$ cat src/hdl/adp_pkg.sv
// Package of constants for the addressable dual-port I/O byte
package adp_pkg;
	localparam int           DATA_W          = 8;
	localparam logic [7:0]   USER_RESET_VAL  = 8'hff;
	localparam logic [7:0]   LATCH_RESET_VAL = 8'h00;
	localparam logic [7:0]   DEFAULT_ADDR    = 8'hff;
	localparam logic         SEL_RESET_VAL   = 1'b0;
	localparam int           SYNC_STAGES     = 2;
endpackage

$ cat src/hdl/adp_sync.sv
// Two-flop synchroniser bank for pin inputs
module adp_sync #(
	parameter int W = 8
) (
	input  wire logic         clk,
	input  wire logic         arst_n,
	input  wire logic [W-1:0] d,
	output logic      [W-1:0] q
);
	logic [W-1:0] meta;
	logic [W-1:0] next_meta;
	logic [W-1:0] next_q;

	always_comb begin
		next_meta = d;
		next_q    = meta;
	end

	always_ff @(posedge clk or negedge arst_n) begin
		if (!arst_n) begin
			meta <= '0;
			q    <= '0;
		end else begin
			meta <= next_meta;
			q    <= next_q;
		end
	end
endmodule

$ cat src/hdl/adp_io_byte.sv
// Addressable dual-port I/O byte: host vector port and user data port
module adp_io_byte #(
	parameter logic [7:0] ADDRESS        = adp_pkg::DEFAULT_ADDR,
	parameter bit         ASYNC_USER     = 1'b0,
	parameter bit         OPEN_COLLECTOR = 1'b0
) (
	input  wire logic       I_SYS_CLK,
	input  wire logic       I_ARST_N,
	input  wire logic       I_MASTER_CLK,
	input  wire logic       I_HOST_PORT_GATE_N,
	input  wire logic       I_HOST_SELECT_STROBE,
	input  wire logic       I_HOST_WRITE_STROBE,
	input  wire logic       I_USER_INPUT_STROBE_N,
	input  wire logic       I_USER_OUTPUT_ENABLE_N,
	input  wire logic [7:0] I_HOST_VECTOR_LINES_N,
	output logic      [7:0] O_HOST_VECTOR_LINES_N,
	output logic      [7:0] O_HOST_VECTOR_LINES_OE,
	input  wire logic [7:0] I_USER_DATA_LINES,
	output logic      [7:0] O_USER_DATA_LINES,
	output logic      [7:0] O_USER_DATA_LINES_OE,
	output logic            O_SELECTED
);
	localparam int W = adp_pkg::DATA_W;
	localparam int CW = 6;

	// ********************************
	// Input synchronisers
	// ********************************
	logic [CW-1:0] ctl_raw;
	logic [CW-1:0] ctl;
	logic [W-1:0]  host_in_n;
	logic [W-1:0]  user_in;

	// Active-low controls enter inverted so a cleared synchroniser reads as idle
	assign ctl_raw = {I_MASTER_CLK, !I_HOST_PORT_GATE_N, I_HOST_SELECT_STROBE, I_HOST_WRITE_STROBE,
		!I_USER_INPUT_STROBE_N, !I_USER_OUTPUT_ENABLE_N};

	adp_sync #(.W(CW)) u_sync_ctl (
		.clk    (I_SYS_CLK),
		.arst_n (I_ARST_N),
		.d      (ctl_raw),
		.q      (ctl)
	);

	adp_sync #(.W(W)) u_sync_host (
		.clk    (I_SYS_CLK),
		.arst_n (I_ARST_N),
		.d      (I_HOST_VECTOR_LINES_N),
		.q      (host_in_n)
	);

	adp_sync #(.W(W)) u_sync_user (
		.clk    (I_SYS_CLK),
		.arst_n (I_ARST_N),
		.d      (I_USER_DATA_LINES),
		.q      (user_in)
	);

	logic mclk;
	logic gate_n;
	logic sel_s;
	logic wr_s;
	logic uin_n;
	logic uoe_n;

	always_comb begin
		mclk   = ctl[5];
		gate_n = !ctl[4];
		sel_s  = ctl[3];
		wr_s   = ctl[2];
		uin_n  = !ctl[1];
		uoe_n  = !ctl[0];
	end

	// ********************************
	// Decode of host and user operations
	// ********************************
	logic host_on;
	logic addr_cycle;
	logic host_wr;
	logic host_rd;
	logic user_wr;
	logic addr_match;
	logic user_drive;
	logic selected;
	logic next_selected;

	// Latches hold user-side polarity; host bus is active low, so it maps straight through
	always_comb begin
		host_on    = !gate_n;
		addr_match = (~host_in_n == ADDRESS);
		addr_cycle = host_on && sel_s && mclk;
		host_wr    = host_on && wr_s && mclk && uin_n && (sel_s || selected);
		host_rd    = host_on && !sel_s && !wr_s && selected;
		user_wr    = !uin_n && (ASYNC_USER || mclk);
		user_drive = !uoe_n && uin_n;
	end

	// ********************************
	// Data latches and select status
	// ********************************
	logic [W-1:0] latch;
	logic [W-1:0] next_latch;

	always_comb begin
		next_latch    = latch;
		next_selected = selected;
		if (user_wr) begin
			next_latch = user_in;
		end else if (host_wr) begin
			// Stored plain from host: reads back unchanged on the user side
			next_latch = host_in_n;
		end
		if (addr_cycle) begin
			next_selected = addr_match;
		end
	end

	always_ff @(posedge I_SYS_CLK or negedge I_ARST_N) begin
		if (!I_ARST_N) begin
			latch    <= adp_pkg::USER_RESET_VAL;
			selected <= adp_pkg::SEL_RESET_VAL;
		end else begin
			latch    <= next_latch;
			selected <= next_selected;
		end
	end

	// ********************************
	// Output drivers
	// ********************************
	logic [W-1:0] next_user_out;
	logic [W-1:0] next_user_oe;
	logic [W-1:0] next_host_out;
	logic [W-1:0] next_host_oe;

	always_comb begin
		next_host_out = latch;
		next_host_oe  = {W{host_rd}};
		next_user_out = latch;
		next_user_oe  = {W{user_drive}};
	end

	// Open collector: pull low only, released high
	genvar b;
	logic [W-1:0] uo_oe_bit;
	logic [W-1:0] uo_val_bit;
	generate
		for (b = 0; b < W; b++) begin : g_ud
			always_comb begin
				if (OPEN_COLLECTOR) begin
					uo_val_bit[b] = 1'b0;
					uo_oe_bit[b]  = next_user_oe[b] && !next_user_out[b];
				end else begin
					uo_val_bit[b] = next_user_out[b];
					uo_oe_bit[b]  = next_user_oe[b];
				end
			end
		end
	endgenerate

	always_ff @(posedge I_SYS_CLK or negedge I_ARST_N) begin
		if (!I_ARST_N) begin
			O_HOST_VECTOR_LINES_N  <= '0;
			O_HOST_VECTOR_LINES_OE <= '0;
			O_USER_DATA_LINES      <= adp_pkg::USER_RESET_VAL;
			O_USER_DATA_LINES_OE   <= '0;
			O_SELECTED             <= adp_pkg::SEL_RESET_VAL;
		end else begin
			O_HOST_VECTOR_LINES_N  <= next_host_out;
			O_HOST_VECTOR_LINES_OE <= next_host_oe;
			O_USER_DATA_LINES      <= uo_val_bit;
			O_USER_DATA_LINES_OE   <= uo_oe_bit;
			O_SELECTED             <= next_selected;
		end
	end
endmodule

$ cat config.mk
export PLATFORM = sky130hd
export DESIGN_NAME = adp_io_byte
export DESIGN_NICKNAME = d
export VERILOG_FILES = /design/src/hdl/adp_pkg.sv /design/src/hdl/adp_sync.sv /design/src/hdl/adp_io_byte.sv
export SDC_FILE = /design/constraint.sdc
export NUM_CORES = 1
export LEC_CHECK = 0
export BUFFER_PORTS_ARGS = -buffer_cell sky130_fd_sc_hd__clkbuf_2
export CAP_MARGIN = 20
export CORE_MARGIN = 4
export CORE_UTILIZATION = 54
export DETAILED_ROUTE_END_ITERATION = 7
export GPL_ROUTABILITY_DRIVEN = 0
export GPL_TIMING_DRIVEN = 0
export PLACE_DENSITY = 0.82
export SYNTH_ARGS = -nofsm -noshare
export SYNTH_HDL_FRONTEND = slang
export SYNTH_SLANG_ARGS = --single-unit
$ cat constraint.sdc
create_clock -name I_SYS_CLK -period 3.4 [get_ports I_SYS_CLK]
set_input_delay 0.34 -clock I_SYS_CLK [delete_from_list [all_inputs] [get_ports I_SYS_CLK]]
set_output_delay 0.34 -clock I_SYS_CLK [all_outputs]
set_load 0.05 [all_outputs]
; ---- Word-level counts from Yosys, hierarchy flattened
; Cells that the tools add are included.
[totals]
inputBits = 24
register_bits = 71
wordCells = 35
[op_classes]
mux = 2
n_reduce_logical = 19
eq_ne = 1
n_bitwise = 1
[op_table]
columns = cell, n
row1 = $mux W8, 2
row2 = $logic_and A1 B1 Y1, 11
row3 = $eq A8 B8 Y1 const B, 1
row4 = $not A8 Y8, 1
row5 = $logic_not A1 Y1, 6
row6 = $reduce_bool A2 Y1, 1
row7 = $logic_or A1 B1 Y1, 1

; ---- Logic depth before layout (Yosys ltp)
; Gate-level depths: netlist of run 1.
[logic_depth]
ltp_word = 6
depth_mapped = 4

; ---- Cells and area by module
; Synthesis of run 1 repeated with hierarchy kept, for this count alone.
[unflattened]
hier_cells = 119
hier_area_um2 = 2137.0
[by_module_without_submodules]
columns = mod, seq_area_each_um2, area_each_um2, instances, cells_per_inst
row1 = adp_io_byte, 695.7, 1036.0, 1, 75
row2 = adp_sync (u_sync_host ...), 400.4, 400.4, 2, 16
row3 = adp_sync (u_sync_ctl), 300.3, 300.3, 1, 12

; ---- Worst setup path before layout of run 1
; No wires, ideal clock.
[synth_timing]
kind = flip-flop to output port
start = register, netlist name O_HOST_VECTOR_LINES_OE[0]
end = output port O_HOST_VECTOR_LINES_OE[1]
path_slack_ns = 2.064
required_ns = 3.060
arrival_time_ns = 0.996
n_path_buf = 1
stages_incl_launch_ff = 2
path_cell_list = dfrtp_1 > buf_4
[synth_lines]
columns = item, line_no
row1 = "end, declared", adp_io_byte.sv:17  ; output logic [7:0] O_HOST_VECTOR_LINES_OE,
; No word-level cell between the ends.

; ---- Worst setup path in the final report of run 1
[layout_timing]
start = register, netlist name O_USER_DATA_LINES_OE[0]
end = output port O_USER_DATA_LINES_OE[1]
[layout_lines]
columns = item, line_no
row1 = "end, declared", adp_io_byte.sv:20  ; output logic [7:0] O_USER_DATA_LINES_OE,
; No word-level cell between the ends.

==> results of run 1 <==
==> how the worst max path moves through the flow <==
stage	endpoint	slack, ps	cells after the start
after floorplan	O_HOST_VECTOR_LINES_OE[1]	2060	1
after global placement	O_HOST_VECTOR_LINES_N[1]	1720	1
after detailed placement	latch[4]	2200	3
after CTS	O_USER_DATA_LINES_OE[1]	1860	2
after global routing	O_USER_DATA_LINES_OE[2]	1820	2
final	O_USER_DATA_LINES_OE[1]	1880	2
==> state kept, by name (all words and copies together), names as in the netlist, 6 cells and up <==
signal and count:
u_sync_ctl.q 6, latch 8, O_USER_DATA_LINES 8, u_sync_host.q 8
u_sync_user.q 8, u_sync_user.meta 8, u_sync_ctl.meta 6, u_sync_host.meta 8
O_HOST_VECTOR_LINES_N 8
==> cell usage after synthesis <==
cell	n
dfrtp_1	55
dfstp_2	16
buf_4	14
a221o_1	8
and3_1	8
inv_1	3
nand2_1	3
buf_2	2
nor4_1	2
nand3_1	1
nor2b_1	1
nor3_2	1
nor4bb_1	1
o211a_1	1
o21ai_0	1
o21ai_1	1
o21ai_2	1
==> area by class of cell <==
| cell class | count | area share |
|---|---|---|
| Clock buffer | 14 | 0.0607 |
| Multi-Input combinational cell | 29 | 0.0798 |
| Clock inverter | 2 | 0.0145 |
| Sequential cell | 71 | 0.670 |
| Tap cell | 48 | 0.0224 |
| Buffer | 16 | 0.0429 |
| Inverter | 3 | 0.00420 |
| Timing Repair Buffer | 56 | 0.105 |
==> where the power goes <==
part	switching [uW]	internal, uW
registers	28.4	929
clock network	262	382
logic	153	49.5
==> per-stage QoR <==
| stage | instances | total power, uW |
|---|---|---|
| 3_5_place_dp | 223 | 1180 |
| 2_1_floorplan | 119 | 1110 |
| 3_3_place_gp | 223 | 1170 |
| 4_1_cts | 239 | 1820 |
| 5_1_grt | 239 | 1880 |
| 6_report | 239 | 1800 |
==> layer usage <==
layer | up-vias | wire [um] | GRT usage
li1 | 525 | - | -
met1 | 515 | 1120 | 0.144
met2 | 32 | 1620 | 0.219
met3 | 2 | 203 | 0.0440
met4 | 0 | 17 | 0.0376
met5 | - | 0 | 0
==> logic make-up (layout without fill, tap and decap cells) <==
family,Yosys count,after routing,synth area share
compound gates,12,12,0.0509
simple gates,17,17,0.0492
buf+inv,19,91,0.0591
flops,71,71,0.841
==> summary.md, run 1 <==
| Metric | Value |
|---|---|
| Final Skew | 10.5 ps |
| Wire per inst | around 12 um |
| # diodes | 0 |
| CP Data Required Time | between 3000 and 4000 ps |
| CP delay by family, top | flip-flops |
| Synth Instances | between 100 and 150 |
| Endpoint type of the worst setup path | output pin |
| Max clock buf depth | 2 |
| Worst hold stages | 1 |
| Maximum capacitance violations | 0 |
| Initial DRC count | 33 |
| Total track usage | 0.125 |
| Filler Cell Count | about 260 |
| Slowest-stage cell, CP | dfrtp_1 |
| Tmin final | approximately 1500 ps |
| Die H | 70.9 um |
| Multi-input gate area | approximately 210 um2 |
| Design area | approximately 2700 um2 |
| Pin count of the biggest net entering global routing | 72 |
| CTS sink count | 71 |
| # IOs | between 50 and 60 |
| Crit Path Category | flip-flop to output pin |
| Status | completed |
| Relative slew slack | 0.423 |
| First-pass GRT wire length | 4.85 mm |
| Post-placement cell area | 2480 um2 |
| Overflow after GRT | 0 |
| Yosys top cell by area | dfrtp_1 |
| CP arrival | about 1200 ps |
| Die width | 70.9 um |
| Slew Viols, Final | 0 |
| Clk slew on worst S/H paths | 70 ps |
| Hold Fails Final Rpt | 0 |
| Cell area power density | slightly below 700 nW/um2 |
| Leakage power total | approximately 0.0014 uW |
| Vias in the first global route | roughly 1100 |
| Setup_tns | 0 ps |
| Most frequent cells in the layout | dfrtp_1 (55), clkbuf_2 (55), dfstp_2 (16) |
| Setup violations, final | 0 |
| Initial Util | 0.571 |
| Top cell type's share of synthesized area | 0.644 |
| Vias per cell | ~4.5 |
| Maximum VDD drop | slightly below 600 uV |
| Syn_area_per_cell | 18.0 um2 |
| Flop2flop setup slack | roughly 2200 ps |
| CP startpoint | O_USER_DATA_LINES_OE[0] |
| Pre-CTS WS | roughly 2200 ps |
| Die area | between 5000 and 6000 um2 |
| Synth cell types | 17 |
| FF-to-FF End | latch[4] |
| CTS Buf Count | 9 |
| Max stage delay on crit path | approximately 460 ps |
| Layout cells sized above 1 | 0.539 |
| DRT Pass-1 Iters | 3 |
| Register Area | 1800 um2 |
| Clock latency at the later pin of the worst-skew pair | approximately 310 ps |
| CTS HTree Levels | 3 |
| Hold Path End | u_sync_ctl.meta[5] |
| WL final | 2.96 mm |
| Max FO, Critical Path | 8 |
| Initial antenna violation count | 0 |
| Hold_sp | I_MASTER_CLK |
| Synth top area cells | dfrtp_1 (64%), dfstp_2 (20%), buf_4 (4.9%), a221o_1 (3.7%), and3_1 (2.3%) |
| Post-CTS Repair Setup Buffers | 0 |
| Post-Syn Area | between 2000 and 2500 um2 |
| Via count | 1074 |
| Critical-path cell list | buf_4 -> clkbuf_2 |
| RR Startpoint | u_sync_ctl.q[3] |
| Post-route setup slack | ~1900 ps |
| Post-route DRC | 0 |
| Post-route ant nets | 0 |
| R2R cell count | 3 |
| Synth Register Bits | 71 |
| Area Growth Syn to Fin | 25.5% |
| Hold Buf Count CTS | 0 |
| CORE AREA | 3740 um2 |
| Syn nets | about 140 |
| RSZ-0062 raised after global routing | no |
| Port-buffer cells | 56 |
| Max Fclk | roughly 0.66 GHz |
| Post-CTS resize count | 0 |
| Startpoint Class | flip-flop |
| WP buf/inv | 2 |
| Post-layout util | 0.716 |
| Hold WC Path Type | primary input to flip-flop |
| Seq/Total Area, Yosys | 0.841 |
| Hpwl dp | between 2 and 2.5 mm |
| Hold slack | between 100 and 150 ps |
| YS warnings | 0 |
| CTS tree | yes |
| Tcrit/Tclk final | 0.446 |
| Num rows | 22 |
| Nets | 210 |
| Root buf cell | clkbuf_8 |
| Least-Margin Pin Slew | 865 ps |
(Power assumes the default switching activity.)
==> run 2: changes to the inputs <==
--- a/config.mk
+++ b/config.mk
@@ -8,11 +8,11 @@
 export BUFFER_PORTS_ARGS = -buffer_cell sky130_fd_sc_hd__clkbuf_2
 export CAP_MARGIN = 20
 export CORE_MARGIN = 4
-export CORE_UTILIZATION = 54
+export CORE_UTILIZATION = 45
 export DETAILED_ROUTE_END_ITERATION = 7
 export GPL_ROUTABILITY_DRIVEN = 0
 export GPL_TIMING_DRIVEN = 0
-export PLACE_DENSITY = 0.82
+export PLACE_DENSITY = 0.73
 export SYNTH_ARGS = -nofsm -noshare
 export SYNTH_HDL_FRONTEND = slang
 export SYNTH_SLANG_ARGS = --single-unit
==> constraint.sdc (replaced) <==
create_clock -name I_SYS_CLK -period 1.35 [get_ports I_SYS_CLK]
set_input_delay 0.135 -clock I_SYS_CLK [delete_from_list [all_inputs] [get_ports I_SYS_CLK]]
set_output_delay 0.135 -clock I_SYS_CLK [all_outputs]
set_load 0.05 [all_outputs]
==> summary.md, run 2 (synthesis gave the netlist of run 1 again) <==
| Metric | Value |
|---|---|
| Status | completed |
| CORE AREA | 4470 um2 (+20%) |
| Tcrit/Tclk final | 0.935 |
| RSZ-0062 raised after global routing | no |
| Hold Path End | u_sync_user.q[4] |
| First-pass GRT wire length | 5.82 mm (+20%) |
| Hold Fails Final Rpt | 0 (unchanged) |
| Multi-input gate area | 214 um2 (unchanged) |
| Hpwl dp | 2.34 mm (+8.2%) |
| Worst hold stages | 0 (-1) |
| Least-Margin Pin Slew | 817 ps (-47.6 ps) |
| CTS Buf Count | 9 (unchanged) |
| RR Startpoint | u_sync_ctl.q[3] |
| Port-buffer cells | 56 (unchanged) |
| Overflow after GRT | 0 (unchanged) |
| Most frequent cells in the layout | dfrtp_1 (53), clkbuf_2 (41), dlygate4sd3_1 (23) |
| FF-to-FF End | latch[5] |
| Int Power | 3550 uW (+160%) |
| Wire per inst | 12.9 um (+3.8%) |
| # diodes | 0 (unchanged) |
| Max FO, Critical Path | 8 (unchanged) |
| CTS tree | yes |
| Area Growth Syn to Fin | 38.7% |
| Max stage delay on crit path | 450 ps (about the same) |
| Cell area power density | 1600 nW/um2 (+140%) |
| Total track usage | 0.131 (+0.00658) |
| CP arrival | 1130 ps (-50 ps) |
| Initial antenna violation count | 0 (unchanged) |
| Setup_tns | 0 ps (unchanged) |
| Part of the power in the clock network | 0.371 (+0.014) |
| Logic pwr share | 0.120 (+0.008) |
| Via count | 1180 (+9.9%) |
| CTS sink count | 71 (unchanged) |
| CP Data Required Time | 1220 ps (-1840 ps) |
| Die H | 76.9 um (+8.5%) |
| Num rows | 24 (+9.1%) |
| Maximum capacitance violations | 0 (unchanged) |
| Filler Cell Count | 309 (+21%) |
| Final Skew | 5.08 ps (-5.42 ps) |
| DRT Pass-1 Iters | 4 (+1) |
| Switching Fraction | 0.252 (+0.00583) |
| # IOs | 57 (unchanged) |
| Clk slew on worst S/H paths | 70 ps (about the same) |
| Hold WC Path Type | flip-flop to flip-flop |
| Sequential power share | 0.509 (-0.022) |
| WL final | 3.42 mm (+16%) |
| Post-route ant nets | 0 (unchanged) |
| Max Fclk | 0.792 GHz |
| Slew Viols, Final | 0 (unchanged) |
| Post-layout util | 0.662 (-0.0538) |
| Relative slew slack | 0.455 (+0.0317) |
| Register Area | 1800 um2 (+0.14%) |
| CTS HTree Levels | 3 (unchanged) |
| Startpoint Class | flip-flop |
| Tmin final | ~1300 ps |
| Vias per cell | 4.44 (-1.3%) |
| Crit Path Category | flip-flop to output pin |
| Leakage power total | 0.00147 uW (+7.9%) |
| Slowest-stage cell, CP | dfrtp_2 |
| Post-route DRC | 0 (unchanged) |
| Nets | 233 (+11%) |
| Post-CTS Repair Setup Buffers | 0 (unchanged) |
| Commonest non-fill, non-tap cell in the layout | dfrtp_1 |
| Sw Pwr | 1190 uW (+170%) |
| Clock latency at the later pin of the worst-skew pair | 320 ps (about the same) |
| Initial DRC count | 55 (+67%) |
| Vias in the first global route | 1231 (+15%) |
| Maximum VDD drop | 880 uV (+50%) |
| Hold_sp | u_sync_user.meta[4] |
| Max clock buf depth | 2 (unchanged) |
| Root buf cell | clkbuf_8 |
| R2R cell count | 3 (unchanged) |
| Initial Util | 0.478 (-0.0932) |
| Pin count of the biggest net entering global routing | 72 (unchanged) |
| Setup violations, final | 0 (unchanged) |
| Critical-path cell list | buf_4 -> clkbuf_4 |
| Die area | 5920 um2 (+18%) |
| Die width | 76.9 um (+8.5%) |
| Endpoint type of the worst setup path | output pin |
| Flop2flop setup slack | 120 ps (-2070 ps) |
| Layout cells sized above 1 | 0.500 (-0.0393) |
run 2: cell types whose count changed in the layout (fill, tap and decap cells not counted), sizes merged:
cell | previous run | this run
dlygate4sd3 | 0 | 23
clkbuf | 70 | 65
clkinv | 1 | 3
buf | 16 | 17
bufinv | 1 | 2
inv | 3 | 4
run 2: power by group through the flow:
stage,Combinational (uW),Clock (uW),Sequential (uW)
floorplan,113,0,2680
global placement,510,0,2440
detailed placement,520,0,2460
CTS,578,1800,2420
global route,605,1900,2430
finish,572,1760,2410
run 2: cell type report:
type / instances / area share
Inverter: 3 / 0.00380
Timing Repair Buffer: 79 / 0.185
Clock inverter: 6 / 0.0283
Buffer: 16 / 0.0388
Sequential cell: 71 / 0.607
Clock buffer: 10 / 0.0431
Multi-Input combinational cell: 29 / 0.0722
Tap cell: 52 / 0.0220
run 2: how the worst max path moves through the flow:
| stage | start | end | slack, ps | cells after the start |
|---|---|---|---|---|
| after floorplan | selected | latch[0] | 20 | 3 |
| after global placement | I_ARST_N | u_sync_ctl.meta[1] | -140 | 1 |
| after detailed placement | u_sync_ctl.q[3] | latch[5] | 130 | 3 |
| after CTS | O_USER_DATA_LINES_OE[0] | O_USER_DATA_LINES_OE[4] | 30 | 2 |
| after global routing | selected | latch[5] | 30 | 3 |
| final | O_USER_DATA_LINES_OE[0] | O_USER_DATA_LINES_OE[1] | 90 | 2 |
run 2: repair_timing:
action | CTS | global route
hold buffers | 23 | 0
endpoints found under the hold margin | 77 | 0
setup endpoints to repair | 14 | 14
resized for setup | 14 | 3
run 2: worst max-delay path: cells and delay by family, from the launching register on:
family | cells | cell delay (ps)
flops | 1 | 450
buf+inv | 2 | 350
run 2: stage by stage:
step | cells | power [uW] | hold slack (ps) | setup WS, ps | area [um2]
floorplan | 119 | 2800 | -161 | 15.2 | 2140
global placement | 227 | 2950 | 245 | -137 | 2480
detailed placement | 227 | 2980 | 245 | 125 | 2480
CTS | 266 | 4800 | 350 | 29.1 | 2960
global route | 266 | 4940 | 355 | 29.9 | 2960
finish | 266 | 4740 | 350 | 87.4 | 2960
run 2: layer usage:
layer  routed length, um  global-route usage  vias to the layer above
met1                1270               0.140                      552
li1                    -                   -                      574
met4                  91              0.0870                        0
met2                1840               0.219                       43
met3                 217              0.0480                       11
met5                   0                   0                        -
==> run 3: changes to the inputs <==
--- a/config.mk
+++ b/config.mk
@@ -8,11 +8,12 @@
 export BUFFER_PORTS_ARGS = -buffer_cell sky130_fd_sc_hd__clkbuf_2
 export CAP_MARGIN = 20
 export CORE_MARGIN = 4
-export CORE_UTILIZATION = 45
+export CORE_UTILIZATION = 54
 export DETAILED_ROUTE_END_ITERATION = 7
 export GPL_ROUTABILITY_DRIVEN = 0
 export GPL_TIMING_DRIVEN = 0
-export PLACE_DENSITY = 0.73
+export PLACE_DENSITY = 0.82
+export REMOVE_ABC_BUFFERS = 1
 export SYNTH_ARGS = -nofsm -noshare
 export SYNTH_HDL_FRONTEND = slang
 export SYNTH_SLANG_ARGS = --single-unit
==> constraint.sdc (replaced) <==
create_clock -name I_SYS_CLK -period 1.6 [get_ports I_SYS_CLK]
set_input_delay 0.16 -clock I_SYS_CLK [delete_from_list [all_inputs] [get_ports I_SYS_CLK]]
set_output_delay 0.16 -clock I_SYS_CLK [all_outputs]
set_load 0.05 [all_outputs]
==> summary.md, run 3 (synthesis gave the netlist of run 1 again) <==
| Metric | Value |
|---|---|
| Status | completed |
| R2R cell count | 3 (unchanged) |
| Tmin final | approximately 1400 ps |
| Least-Margin Pin Slew | 872 ps (+54.3 ps) |
| Hpwl dp | 1.98 mm (-15%) |
| Met1 Wirelength | 1.31 mm (+3.1%) |
| Max Fclk | ~0.73 GHz |
| # IOs | 57 (unchanged) |
| Root buf cell | clkbuf_8 |
| Post-route DRC | 0 (unchanged) |
| Clock latency at the later pin of the worst-skew pair | 330 ps (about the same) |
| Vias in the first global route | 1241 (+0.81%) |
| Met3 wire len | 225 um (+3.7%) |
| RSZ-0062 raised after global routing | no |
| Relative slew slack | 0.419 (-0.0362) |
| Wire per inst | 14.3 um (+11%) |
| Max clock buf depth | 2 (unchanged) |
| Worst hold stages | 0 (unchanged) |
| Part of the power in the clock network | 0.403 (+0.032) |
| Via count | 1143 (-3.1%) |
| Num rows | 22 (-8.3%) |
| Critical-path cell list | nand2_1 -> nor3_2 -> a221o_1 |
| CTS HTree Levels | 3 (unchanged) |
| Post-CTS Repair Setup Buffers | 0 (unchanged) |
| Vias per cell | 4.65 (+4.7%) |
| Most frequent cells in the layout | dfrtp_1 (55), clkbuf_2 (55), dlygate4sd3_1 (23) |
| Endpoint type of the worst setup path | flip-flop |
| Post-route setup slack | 227 ps (+140 ps) |
| Leakage power total | 0.00140 uW (-4.8%) |
| Area Growth Syn to Fin | 32.9% |
| Post-route ant nets | 0 (unchanged) |
| Cell area power density | 1480 nW/um2 (-7.9%) |
| Layout cells sized above 1 | 0.449 (-0.0505) |
| First-pass GRT wire length | 5.93 mm (+1.8%) |
| Post-placement cell area | 2360 um2 (-4.8%) |
| Die H | 70.9 um (-7.8%) |
| Total track usage | 0.160 (+0.0285) |
| Nets | 217 (-6.9%) |
| Maximum capacitance violations | 0 (unchanged) |
| Setup violations, final | 0 (unchanged) |
| CTS Buf Count | 9 (unchanged) |
| Die area | 5030 um2 (-15%) |
| Filler Cell Count | 230 (-26%) |
| Initial antenna violation count | 0 (unchanged) |
| RR Startpoint | u_sync_ctl.q[5] |
| DRT Pass-1 Iters | 4 (unchanged) |
| Pin count of the biggest net entering global routing | 72 (unchanged) |
| CP Data Required Time | 1860 ps (+640 ps) |
| WL final | 3.52 mm (+2.8%) |
| Flop2flop setup slack | 230 ps (+110 ps) |
| Hold Path End | u_sync_host.q[3] |
| Int Power | 3190 uW (-10%) |
| WP buf/inv | 0 (-2) |
| Initial Util | 0.571 (+0.0932) |
| Sw Pwr | 1000 uW (-16%) |
| CP arrival | 1630 ps (+500 ps) |
| Clk slew on worst S/H paths | 70 ps (about the same) |
| Max FO, Critical Path | 11 (+3) |
| Setup_tns | 0 ps (unchanged) |
| Switching Fraction | 0.240 (-0.0119) |
| Hold WC Path Type | flip-flop to flip-flop |
| Post-layout util | 0.759 (+0.0962) |
| Crit Path Category | flip-flop to flip-flop |
| Hold Buf Count CTS | 23 (unchanged) |
| Overflow after GRT | 0 (unchanged) |
| Logic pwr share | 0.110 (-0.010) |
| Design area | 2840 um2 (-4.2%) |
| CORE AREA | 3740 um2 (-16%) |
| Slowest-stage cell, CP | dfrtp_1 |
| Hold_sp | u_sync_host.meta[3] |
| Slew Viols, Final | 0 (unchanged) |
| Tcrit/Tclk final | 0.858 |
| Port-buffer cells | 56 (unchanged) |
| CTS tree | yes |
| Maximum VDD drop | 1490 uV (+69%) |
| Max stage delay on crit path | 510 ps (+60 ps) |
| Startpoint Class | flip-flop |
| Hold Fails Final Rpt | 0 (unchanged) |
| Highest routed metal layer | met4 |
| Post-CTS resize count | 0 (-14) |
| Final Skew | 8.81 ps (+3.73 ps) |
| Sequential power share | 0.488 (-0.021) |
| Multi-input gate area | 214 um2 (unchanged) |
| Die width | 70.9 um (-7.8%) |
| Pre-CTS WS | 286 ps (+161 ps) |
| CP delay by family, top | simple AND/OR/NAND/NOR gates |
| FF-to-FF End | latch[2] |
| Tot Pwr | 4190 uW (-12%) |
| CTS sink count | 71 (unchanged) |
| Met2 wire length | 1.91 mm (+4.0%) |
| Register Area | 1800 um2 (-0.14%) |
| Initial DRC count | 61 (+11%) |
| # diodes | 0 (unchanged) |
## run 3: cell types whose count changed in the layout (fill, tap and decap cells not counted)
cell	change
buf_4	-15
clkbuf_2	+14
clkbuf_4	-13
buf_2	-2
clkinv_2	-2
dfrtp_1	+2
dfrtp_2	-2
bufinv_16	+1
clkbuf_8	+1
## run 3: layer usage
layer	up-vias	track usage
li1	539	-
met1	554	0.168
met2	41	0.280
met3	9	0.0668
met4	0	0.0689
met5	-	0
## run 3: how the worst max path moves through the flow
stage                                           end                       from  slack, ps  cells after the start
after global routing                       latch[2]            u_sync_ctl.q[5]         90                      3
final                                      latch[2]            u_sync_ctl.q[5]        230                      3
after CTS                                  latch[2]            u_sync_ctl.q[5]        250                      3
after global placement     O_HOST_VECTOR_LINES_N[3]                   I_ARST_N        100                      1
after detailed placement                   latch[2]            u_sync_ctl.q[5]        290                      3
after floorplan           O_HOST_VECTOR_LINES_OE[0]  O_HOST_VECTOR_LINES_OE[0]      -1230                      0
## run 3: worst register-to-register path, stage by stage (launching register included)
cell and delay, ps:
dfrtp_1 510, nand2_1 110, nor3_2 440, a221o_1 250
## run 3: cell type report
| type | count | share of cell area |
|---|---|---|
| Timing Repair Buffer | 79 | 0.181 |
| Clock buffer | 11 | 0.0498 |
| Inverter | 3 | 0.00396 |
| Clock inverter | 5 | 0.0366 |
| Tap cell | 48 | 0.0211 |
| Sequential cell | 71 | 0.633 |
| Multi-Input combinational cell | 29 | 0.0753 |
## run 3: power by group through the flow
| stage | logic, uW | clock network (uW) | registers (uW) |
|---|---|---|---|
| finish | 460 | 1690 | 2040 |
| global route | 487 | 1810 | 2060 |
| CTS | 460 | 1710 | 2040 |
| detailed placement | 415 | 0 | 2080 |
| global placement | 409 | 0 | 2060 |
| floorplan | 42.7 | 0 | 2300 |
## run 3: per-stage QoR
step / hold slack [ps] / cells
floorplan: -136 / 103
global placement: 268 / 207
detailed placement: 270 / 207
CTS: 351 / 246
global route: 356 / 246
finish: 350 / 246
